## config.mk

```make
export PLATFORM = sky130hd
export DESIGN_NAME = pacl_top
export DESIGN_NICKNAME = d
export VERILOG_FILES = /design/src/hdl/pacl_pkg.sv /design/src/hdl/pacl_sync.sv /design/src/hdl/pacl_buf.sv /design/src/hdl/pacl_top.sv
export VERILOG_INCLUDE_DIRS = /design/src /design/src/hdl
export SDC_FILE = /design/constraint.sdc
export NUM_CORES = 1
export LEC_CHECK = 0
export ABC_AREA = 1
export BUFFER_PORTS_ARGS = -buffer_cell sky130_fd_sc_hd__buf_2
export CAP_MARGIN = 20
export CORE_AREA = 10 10 142 144
export DETAILED_ROUTE_END_ITERATION = 7
export DIE_AREA = 0 0 152 154
export GPL_TIMING_DRIVEN = 0
export PLACE_DENSITY = 0.68
export REMOVE_ABC_BUFFERS = 1
export SETUP_SLACK_MARGIN = 0.5
export SLEW_MARGIN = 20
export SYNTH_ARGS = -nofsm -noshare
export SYNTH_HDL_FRONTEND = slang
export SYNTH_HIERARCHICAL = 1
export SYNTH_SLANG_ARGS = --single-unit
```

## constraint.sdc

```tcl
create_clock -name clk_sys -period 5.15 [get_ports clk_sys]
set_input_delay 0 -clock clk_sys [delete_from_list [all_inputs] [get_ports clk_sys]]
set_output_delay 0 -clock clk_sys [all_outputs]
set_load 0.005 [all_outputs]
```

## src/hdl/pacl_defines.svh

```systemverilog
// Constants for the parallel asynchronous configuration loader
// Operation
// - Finished device drives chain output enable low
// - Enabled downstream device starts within one cycle
// - Ready/busy high outside own loading until user
// - Data pins high impedance outside own loading until user
// - Only loading device echoes busy on strobe
// - Wait shared done high before initializing
// - Error pulls status low; low status resets
// - Auto restart releases status within 40 us
// - Commonly enabled devices load identical broadcast stream
// - Selected only with high select, low select
// - Hold status low for power-on delay
// - Done line low until all but the last byte accepted
// - Reconfigure low in user mode restarts
// - After loading, pins follow user settings
// - Write edge captures byte, busy goes low
// - Status strobe low shows busy on bit7
// - Release done one byte before last
`ifndef PACL_DEFINES_SVH
`define PACL_DEFINES_SVH

`define PACL_CLK_HZ        50000000
`define PACL_TPOR_MS       12
`define PACL_TRESTART_US   40
`define PACL_TINIT_US      20
// Power-on hold, a least time, rounded up
`define PACL_POR_CYC       ((`PACL_TPOR_MS * `PACL_CLK_HZ + 999) / 1000)
// Restart time-out, a longest time, rounded down
`define PACL_RESTART_CYC   ((`PACL_TRESTART_US * `PACL_CLK_HZ) / 1000000)
// Done-high to user mode, a least time, rounded up
`define PACL_INIT_CYC      ((`PACL_TINIT_US * `PACL_CLK_HZ + 999999) / 1000000)
`define PACL_STREAM_BYTES  64
// Pin vector layout after the synchroniser
`define PACL_PIN_W         16
`define PACL_PIN_DATA_LSB  8
`define PACL_PIN_CFG       7
`define PACL_PIN_CE        6
`define PACL_PIN_CS        5
`define PACL_PIN_CSL       4
`define PACL_PIN_WS        3
`define PACL_PIN_RS        2
`define PACL_PIN_STATUS    1
`define PACL_PIN_DONE      0
`define PACL_PIN_RST       16'h00dc
`define PACL_ECHO_OE       8'h80

`endif

```

## src/hdl/pacl_pkg.sv

```systemverilog
// Types for the parallel asynchronous configuration loader
package pacl_pkg;

    // Sequencer states, one-hot
    typedef enum logic [7:0] {
        pacl_st_por   = 8'h01,
        pacl_st_reset = 8'h02,
        pacl_st_wait  = 8'h04,
        pacl_st_load  = 8'h08,
        pacl_st_error = 8'h10,
        pacl_st_donew = 8'h20,
        pacl_st_init  = 8'h40,
        pacl_st_user  = 8'h80
    } pacl_state_e;

    // Whole state of the top level
    typedef struct packed {
        pacl_state_e st;
        logic [19:0] cnt;
        logic [23:0] bytes;
        logic        ws_prev;
        logic        status_oe;
        logic        done_oe;
        logic        od_val;
        logic        ceo_b;
        logic        rdy;
        logic        rdy_oe;
        logic [7:0]  dout;
        logic [7:0]  doe;
        logic        user;
    } pacl_top_s;

endpackage

```

## src/hdl/pacl_sync.sv

```systemverilog
// Three-stage pin synchroniser with agreement filter
`timescale 1ns/1ps
module pacl_sync #(
    parameter int          W       = 16,
    parameter logic [15:0] RST_VAL = 16'h0000
) (
    input  wire logic         clk_sys,
    input  wire logic         rst_b,
    input  wire logic [W-1:0] pin,
    output logic      [W-1:0] stable
);
    typedef struct packed {
        logic [W-1:0] s1;
        logic [W-1:0] s2;
        logic [W-1:0] s3;
        logic [W-1:0] stable;
    } pacl_sync_s;

    pacl_sync_s r;      // Registered state
    pacl_sync_s next_r; // Next state

    // Stage one feeds stage two only; a bit moves once stages two and three agree
    always_comb begin
        next_r        = r;
        next_r.s1     = pin;
        next_r.s2     = r.s1;
        next_r.s3     = r.s2;
        next_r.stable = (~(r.s2 ^ r.s3) & r.s3) | ((r.s2 ^ r.s3) & r.stable);
    end

    // Synchronous reset to the idle pin levels
    always_ff @(posedge clk_sys) begin
        if (!rst_b) begin
            // Idle levels, so no false edge follows reset
            r.s1     <= RST_VAL[W-1:0];
            r.s2     <= RST_VAL[W-1:0];
            r.s3     <= RST_VAL[W-1:0];
            r.stable <= RST_VAL[W-1:0];
        end else begin
            r <= next_r;
        end
    end

    assign stable = r.stable;
endmodule

```

## src/hdl/pacl_buf.sv

```systemverilog
// Two-entry skid buffer between byte capture and the consumer
`timescale 1ns/1ps
module pacl_buf #(
    parameter int W = 8
) (
    input  wire logic         clk_sys,
    input  wire logic         rst_b,
    input  wire logic         flush,
    input  wire logic         in_valid,
    output logic              in_ready,
    input  wire logic [W-1:0] in_data,
    output logic              out_valid,
    input  wire logic         out_ready,
    output logic      [W-1:0] out_data
);
    typedef struct packed {
        logic [W-1:0] d0;
        logic [W-1:0] d1;
        logic         v0;
        logic         v1;
    } pacl_buf_s;

    pacl_buf_s r;      // Registered state
    pacl_buf_s next_r; // Next state
    logic      push;   // Word accepted
    logic      pop;    // Word delivered

    // Head shifts on pop, new word lands in the first free slot
    always_comb begin
        next_r = r;
        push   = in_valid && !r.v1;
        pop    = r.v0 && out_ready;
        if (pop) begin
            next_r.d0 = r.d1;
            next_r.v0 = r.v1;
            next_r.v1 = 1'b0;
        end
        if (push) begin
            if (!next_r.v0) begin
                next_r.d0 = in_data;
                next_r.v0 = 1'b1;
            end else begin
                next_r.d1 = in_data;
                next_r.v1 = 1'b1;
            end
        end
        if (flush) begin
            next_r.v0 = 1'b0;
            next_r.v1 = 1'b0;
        end
    end

    // Register the state
    always_ff @(posedge clk_sys) begin
        if (!rst_b) begin
            r <= '0;
        end else begin
            r <= next_r;
        end
    end

    assign in_ready  = !r.v1;
    assign out_valid = r.v0;
    assign out_data  = r.d0;
endmodule

```

## src/hdl/pacl_top.sv

```systemverilog
// Configuration loader: chain hand-off, strobes, shared status and done lines
`timescale 1ns/1ps
`include "pacl_defines.svh"
module pacl_top #(
    parameter int POR_CYCLES   = `PACL_POR_CYC,
    parameter int STREAM_BYTES = `PACL_STREAM_BYTES
) (
    input  wire logic       clk_sys,
    input  wire logic       rst_b,
    input  wire logic       reconfig_req_b,
    input  wire logic       chain_in_enable_b,
    output logic            chain_out_enable_b,
    input  wire logic       chip_select,
    input  wire logic       chip_select_low,
    input  wire logic       write_strobe_b,
    input  wire logic       status_read_strobe_b,
    input  wire logic [7:0] data_in,
    output logic      [7:0] data_out,
    output logic      [7:0] data_oe,
    output logic            ready_busy_flag,
    output logic            ready_busy_oe,
    input  wire logic       status_in,
    output logic            status_out,
    output logic            status_oe,
    input  wire logic       done_in,
    output logic            done_out,
    output logic            done_oe,
    input  wire logic       auto_restart_en,
    input  wire logic [7:0] user_data_out,
    input  wire logic [7:0] user_data_oe,
    input  wire logic       user_rdy_out,
    input  wire logic       user_rdy_oe,
    output logic            user_mode,
    output logic      [7:0] cfg_byte,
    output logic            cfg_byte_valid,
    input  wire logic       cfg_byte_ready
);
    import pacl_pkg::*;

    localparam int RESTART_CYC = `PACL_RESTART_CYC; // Error hold under auto restart
    localparam int INIT_CYC    = `PACL_INIT_CYC;    // Done-high to user mode

    pacl_top_s                  r;        // Registered state
    pacl_top_s                  next_r;   // Next state
    logic [`PACL_PIN_W-1:0]     pins;     // Filtered pin levels
    logic                       cfg_s;    // Reconfigure request, high = released
    logic                       ce_on;    // Chain enable active
    logic                       sel;      // Chip selected
    logic                       ws_s;     // Write strobe level
    logic                       rs_on;    // Status read strobe active
    logic                       status_s; // Shared status line
    logic                       done_s;   // Shared done line
    logic                       ws_rise;  // Write strobe rising edge
    logic                       push_req; // Byte offered to the buffer
    logic                       overrun;  // Byte arrived while buffer full
    logic                       buf_rdy;  // Buffer has room
    logic                       flush;    // Drop buffered bytes
    logic                       abort;    // Reconfigure request or shared status low
    logic [23:0]                bytes_nx; // Byte count after this capture

    // All configuration pins are asynchronous to the internal clock
    pacl_sync #(
        .W       (`PACL_PIN_W),
        .RST_VAL (`PACL_PIN_RST)
    ) u_sync (
        .clk_sys (clk_sys),
        .rst_b   (rst_b),
        .pin     ({data_in, reconfig_req_b, chain_in_enable_b, chip_select, chip_select_low,
                   write_strobe_b, status_read_strobe_b, status_in, done_in}),
        .stable  (pins)
    );

    // Decoded pin levels
    always_comb begin
        cfg_s    = pins[`PACL_PIN_CFG];
        ce_on    = !pins[`PACL_PIN_CE];
        sel      = pins[`PACL_PIN_CS] && !pins[`PACL_PIN_CSL];
        ws_s     = pins[`PACL_PIN_WS];
        rs_on    = !pins[`PACL_PIN_RS];
        status_s = pins[`PACL_PIN_STATUS];
        done_s   = pins[`PACL_PIN_DONE];
    end

    // Byte capture only while loading and selected; idle devices never see strobes
    always_comb begin
        ws_rise  = ws_s && !r.ws_prev;
        push_req = ws_rise && sel && (r.st == pacl_st_load);
        overrun  = push_req && !buf_rdy;
        flush    = (r.st == pacl_st_reset) || (r.st == pacl_st_error) || (r.st == pacl_st_por);
        abort    = !cfg_s || !status_s;
        bytes_nx = r.bytes + 24'h000001;
    end

    // Two-entry buffer so a stalled consumer does not lose a byte
    pacl_buf #(
        .W (8)
    ) u_buf (
        .clk_sys   (clk_sys),
        .rst_b     (rst_b),
        .flush     (flush),
        .in_valid  (push_req),
        .in_ready  (buf_rdy),
        .in_data   (pins[`PACL_PIN_W-1:`PACL_PIN_DATA_LSB]),
        .out_valid (cfg_byte_valid),
        .out_ready (cfg_byte_ready),
        .out_data  (cfg_byte)
    );

    // Sequencer and registered pin drive
    always_comb begin
        next_r         = r;
        next_r.ws_prev = ws_s;
        next_r.od_val  = 1'b0;
        unique case (r.st)
            pacl_st_por: begin
                // Hold status and done low for the whole power-on delay
                next_r.status_oe = 1'b1;
                next_r.done_oe   = 1'b1;
                next_r.cnt       = r.cnt + 20'h00001;
                if (r.cnt >= 20'(POR_CYCLES - 1)) begin
                    next_r.st  = pacl_st_reset;
                    next_r.cnt = '0;
                end
            end
            pacl_st_reset: begin
                // Status follows the request; shared line must come high before loading
                next_r.status_oe = !cfg_s;
                next_r.done_oe   = 1'b1;
                next_r.ceo_b     = 1'b1;
                next_r.bytes     = '0;
                next_r.cnt       = '0;
                if (cfg_s && status_s) begin
                    next_r.st = pacl_st_wait;
                end
            end
            pacl_st_wait: begin
                // Go within one cycle of chain enable; a common enable gives broadcast
                if (abort) begin
                    next_r.st = pacl_st_reset;
                end else if (ce_on) begin
                    next_r.st = pacl_st_load;
                end
            end
            pacl_st_load: begin
                if (abort) begin
                    next_r.st = pacl_st_reset;
                end else if (overrun) begin
                    // Byte written while the buffer is full: flag an error on the shared line
                    next_r.st        = pacl_st_error;
                    next_r.status_oe = 1'b1;
                    next_r.cnt       = '0;
                end else if (push_req) begin
                    next_r.bytes = bytes_nx;
                    if (bytes_nx >= 24'(STREAM_BYTES - 1)) begin
                        next_r.done_oe = 1'b0;
                    end
                    if (bytes_nx >= 24'(STREAM_BYTES)) begin
                        // Pass the bus to the next device in the chain
                        next_r.st    = pacl_st_donew;
                        next_r.ceo_b = 1'b0;
                    end
                end
            end
            pacl_st_error: begin
                next_r.status_oe = 1'b1;
                if (!cfg_s) begin
                    next_r.st = pacl_st_reset;
                end else if (auto_restart_en) begin
                    // Release after the restart time-out; host then resends
                    next_r.cnt = r.cnt + 20'h00001;
                    if (r.cnt >= 20'(RESTART_CYC - 1)) begin
                        next_r.st        = pacl_st_reset;
                        next_r.status_oe = 1'b0;
                    end
                end
            end
            pacl_st_donew: begin
                // The whole chain initialises together once every device released done
                if (abort) begin
                    next_r.st = pacl_st_reset;
                end else if (done_s) begin
                    next_r.st  = pacl_st_init;
                    next_r.cnt = '0;
                end
            end
            pacl_st_init: begin
                next_r.cnt = r.cnt + 20'h00001;
                if (abort) begin
                    next_r.st = pacl_st_reset;
                end else if (r.cnt >= 20'(INIT_CYC - 1)) begin
                    next_r.st = pacl_st_user;
                end
            end
            pacl_st_user: begin
                // A low request restarts configuration from user mode
                if (!cfg_s) begin
                    next_r.st = pacl_st_reset;
                end
            end
            default: begin
                next_r.st = pacl_st_reset;
            end
        endcase

        // Entering reset drives done low and chain output enable high at once
        if (next_r.st == pacl_st_reset && r.st != pacl_st_reset) begin
            next_r.done_oe = 1'b1;
            next_r.ceo_b   = 1'b1;
        end

        // Ready/busy, data and user pins follow the next state
        next_r.user = (next_r.st == pacl_st_user);
        next_r.dout = '0;
        next_r.doe  = '0;
        if (next_r.st == pacl_st_user) begin
            // Dual-purpose pins hand over to user logic
            next_r.rdy    = user_rdy_out;
            next_r.rdy_oe = user_rdy_oe;
            next_r.dout   = user_data_out;
            next_r.doe    = user_data_oe;
        end else if (next_r.st == pacl_st_load) begin
            // Busy while a byte is captured or still buffered
            next_r.rdy    = !(push_req || cfg_byte_valid);
            next_r.rdy_oe = 1'b1;
            if (rs_on) begin
                next_r.dout[7] = next_r.rdy;
                next_r.doe     = `PACL_ECHO_OE;
            end
        end else begin
            // Other devices keep the shared bus free and the busy AND high
            next_r.rdy    = 1'b1;
            next_r.rdy_oe = 1'b1;
            next_r.doe    = '0;
        end
    end

    // Register the state; reset enters the power-on hold
    always_ff @(posedge clk_sys) begin
        if (!rst_b) begin
            r           <= '0;
            r.st        <= pacl_st_por;
            r.status_oe <= 1'b1;
            r.done_oe   <= 1'b1;
            r.ceo_b     <= 1'b1;
            r.ws_prev   <= 1'b1;
            r.rdy       <= 1'b1;
            r.rdy_oe    <= 1'b1;
        end else begin
            r <= next_r;
        end
    end

    // Outputs straight from the state register
    assign chain_out_enable_b = r.ceo_b;
    assign data_out           = r.dout;
    assign data_oe            = r.doe;
    assign ready_busy_flag    = r.rdy;
    assign ready_busy_oe      = r.rdy_oe;
    assign status_out         = r.od_val;
    assign status_oe          = r.status_oe;
    assign done_out           = r.od_val;
    assign done_oe            = r.done_oe;
    assign user_mode          = r.user;

    // Counter that tracks the hold time in the error state
    // Cleared while auto restart is off, since then the hold has no bound
    logic [19:0] err_age; // Cycles spent in error with auto restart
    always_ff @(posedge clk_sys) begin
        if (!rst_b || r.st != pacl_st_error || !auto_restart_en) begin
            err_age <= '0;
        end else begin
            err_age <= err_age + 20'h00001;
        end
    end
endmodule

```

==> run_results.csv <==
group,metric,value,unit
timing,clock_skew,9.65,ps
timing,period_minus_slack,2810,ps
floorplanning,die_w,152,um
place,io_buffers,68,
worst_setup_path,setup.worst_path.start_class,"register",
drt,vias,6762,
timing,max_slew_margin,45.1,%
grt,grt_util_met1,17.1,%
drt,detail-route-antenna-nets,0,
grt,busiest_layer,"met2",
synthesis,syn_area,7670,sq um
cts,cts-resized-gates,0,
cts,root_buffer,"clkbuf_16",
synthesis,seq_area_frac_synth,41.0,%
grt,use_met3,3.74,%
drt,post_drt_wl_per_cell,12.1,um
grt,grt_usage,14.6,%
final_layout,drive_gt1_share,12.7,%
final_layout,instances_no_fill,1423,
synthesis,yosysUniqueCellTypes,45,
grt,antenna_found_initial,1,
final_layout,areaGrowthSynthToFinish,15.2,%
timing,final_max_slew_viol_count,0,
power_and_ir_drop,ir_drop,0.219,mV
drt,drt_pass1_iterations,5,
floorplanning,pin_count,71,
drt,drt_iter0_drc,432,
grt,grt_max_degree,61,
power_and_ir_drop,power.total,2730,uW
worst_setup_path,reg2reg_slack,2340,ps
cts,cts_max_path_buffers,2,
timing,fin_ws,2340,ps
drt,viasPerCell,4.75,
floorplanning,dieHeight,154,um
worst_setup_path,r2r_cells,14,
worst_setup_path,critPathMaxFanout,8,
cts,clk_pin_slew,60,ps
cts,clock_latency,440,ps
worst_setup_path,timing.rr.end,"r[56]",
grt,grt_pass1_vias,6346,
final_layout,fin_util,51.4,%
cts,cts_buffers,17,
timing,tns,0,ps
synthesis,ys_top_cells_by_area,"dfxtp_1, nand2_1, inv_1, nor2_1, nand3_1",
synthesis,avgSynthCellArea,6.83,sq um
timing,worst_pin_slew,821,ps
place,dp_hpwl,11800,um
synthesis,ys_ff_latch,157,
floorplanning,start_util,44.6,%
timing,hold_violations,0,
timing,max_freq,356,MHz
synthesis,ys_top_cells_by_count,"nand2_1, inv_1, dfxtp_1",
worst_hold_path,min_path_type,"in -> reg",
worst_hold_path,worstHoldPathCells,5,
worst_hold_path,min_from,"auto_restart_en",
synthesis,yosysWarnings,6,
power_and_ir_drop,p_per_area,309,nW/um^2
grt,grt_use_met2,24.8,%
synthesis,yosysTopAreaCell,"dfxtp_1",
synthesis,yosysMostFrequentCell,"nand2_1",
floorplanning,rows,48,
power_and_ir_drop,p_leak,0.00425,uW
grt,overflow,0,
run,max_cap_violations,0,
synthesis,synth_top_area_share,41.0,%
worst_setup_path,path_class,"reg -> reg",
worst_setup_path,cp.required,5470,ps
status,status,"finished clean",
place,placed_cells,1352,
cts,cts_tree,"done",
grt,grt_pass1_wl,29200,um
worst_setup_path,crit-reg2reg-launch,"r[48]",
synthesis,async_flop_share,0,%
worst_hold_path,whs_endpoint,"r[65]",
timing,setup_viol,0,
worst_setup_path,worst_setup_path_end_kind,"register",
worst_setup_path,cp.arrival,3130,ps
synthesis,synth_ff_type,"dfxtp_1",
timing,rsz0062_at_grt,"false",
cts,h-tree-depth,4,
final_layout,nets,1225,
timing,post-route-period-util,54.6,%
place,dp_slack,2370,ps
synthesis,synth_edf_count,0,
drt,drc_errors,0,
floorplanning,die_area,23400,sq um
floorplanning,core,17200,sq um
synthesis,synth_cells,1122,
place,gp_congestion,0.899,
drt,drt-total-wl,17300,um
cts,clock-sinks,157,
-- power breakdown --
group | internal [uW] | switching, uW
sequential | 1240 | 15.3
combinational | 71.4 | 117
clock | 775 | 511
total | 2090 | 644
-- what timing repair did --
action / 4_1_cts / 5_1_grt
hold buffers: 38 / 0
hold endpoints to repair: 46 / 0
setup buffers: 0 / 0
-- cell families after synthesis --
group,count (synthesis),synth area share (%)
xor gates and xnor gates,12,1.37
AOI/OAI and AO/OA,96,6.94
DFF,157,41.0
buffers and inverters,250,15.4
adders and majority gates,3,0.490
and+or+nand+nor,603,34.7
other,1,0.0489
-- layer usage --
metal  vias to the layer above  wire, um
met4                         0       483
met2                       153      8260
met1                      3021      7760
li1                       3546         -
met3                        42       758
met5                         -         0
-- worst max path at each step --
stage	from	to	slack (ps)	depth (start not counted)
finish	r[48]	r[56]	2340	14
global route	r[48]	r[56]	2030	14
CTS	r[48]	r[52]	2330	14
detailed placement	r[48]	r[56]	2370	14
global placement	r[75]	r[33]	1200	8
floorplan	r[72]	r[33]	2370	8
-- per-stage QoR --
stage	hold WS (ps)	cell area, sq um
final	64.0	8830
after global routing	77.1	8830
after floorplan	68.7	7180
after global placement	168	7800
after detailed placement	174	7850
after CTS	38.5	8830
-- critical path, cell delays in order (launching register included) --
cell,delay (ps)
dfxtp_1,420
ha_1,260
nand2_1,120
nor2_2,230
nand2_1,140
nand2_1,80
nand2_1,70
nand3_1,80
a21boi_1,60
o21ai_0,420
o21ai_0,290
nor2_4,210
inv_2,60
nand2_2,150
nor2_1,80
-- cells in the final DEF, fill, tap and decap left out, types with 12 or more instances in the layout --
cell type / instances
a21oi_1: 52
buf_2: 67
clkbuf_16: 17
dfxtp_1: 157
dlygate4sd3_1: 38
inv_1: 177
nand2_1: 302
nand3_1: 71
nand4_1: 19
nor2_1: 147
nor2_2: 13
o21ai_0: 19
xor2_1: 12
-- area by class of cell --
class                      instances  area, sq um
antenna                            1         2.50
clock buffer                      18          439
clock inverter                    14          165
fill                            1717         8340
inverter                         183          689
multi-input combinational        716         3350
sequential                       157         3140
tap                              225          282
timing repair buffer             109          762
(Power assumes the default switching activity.)
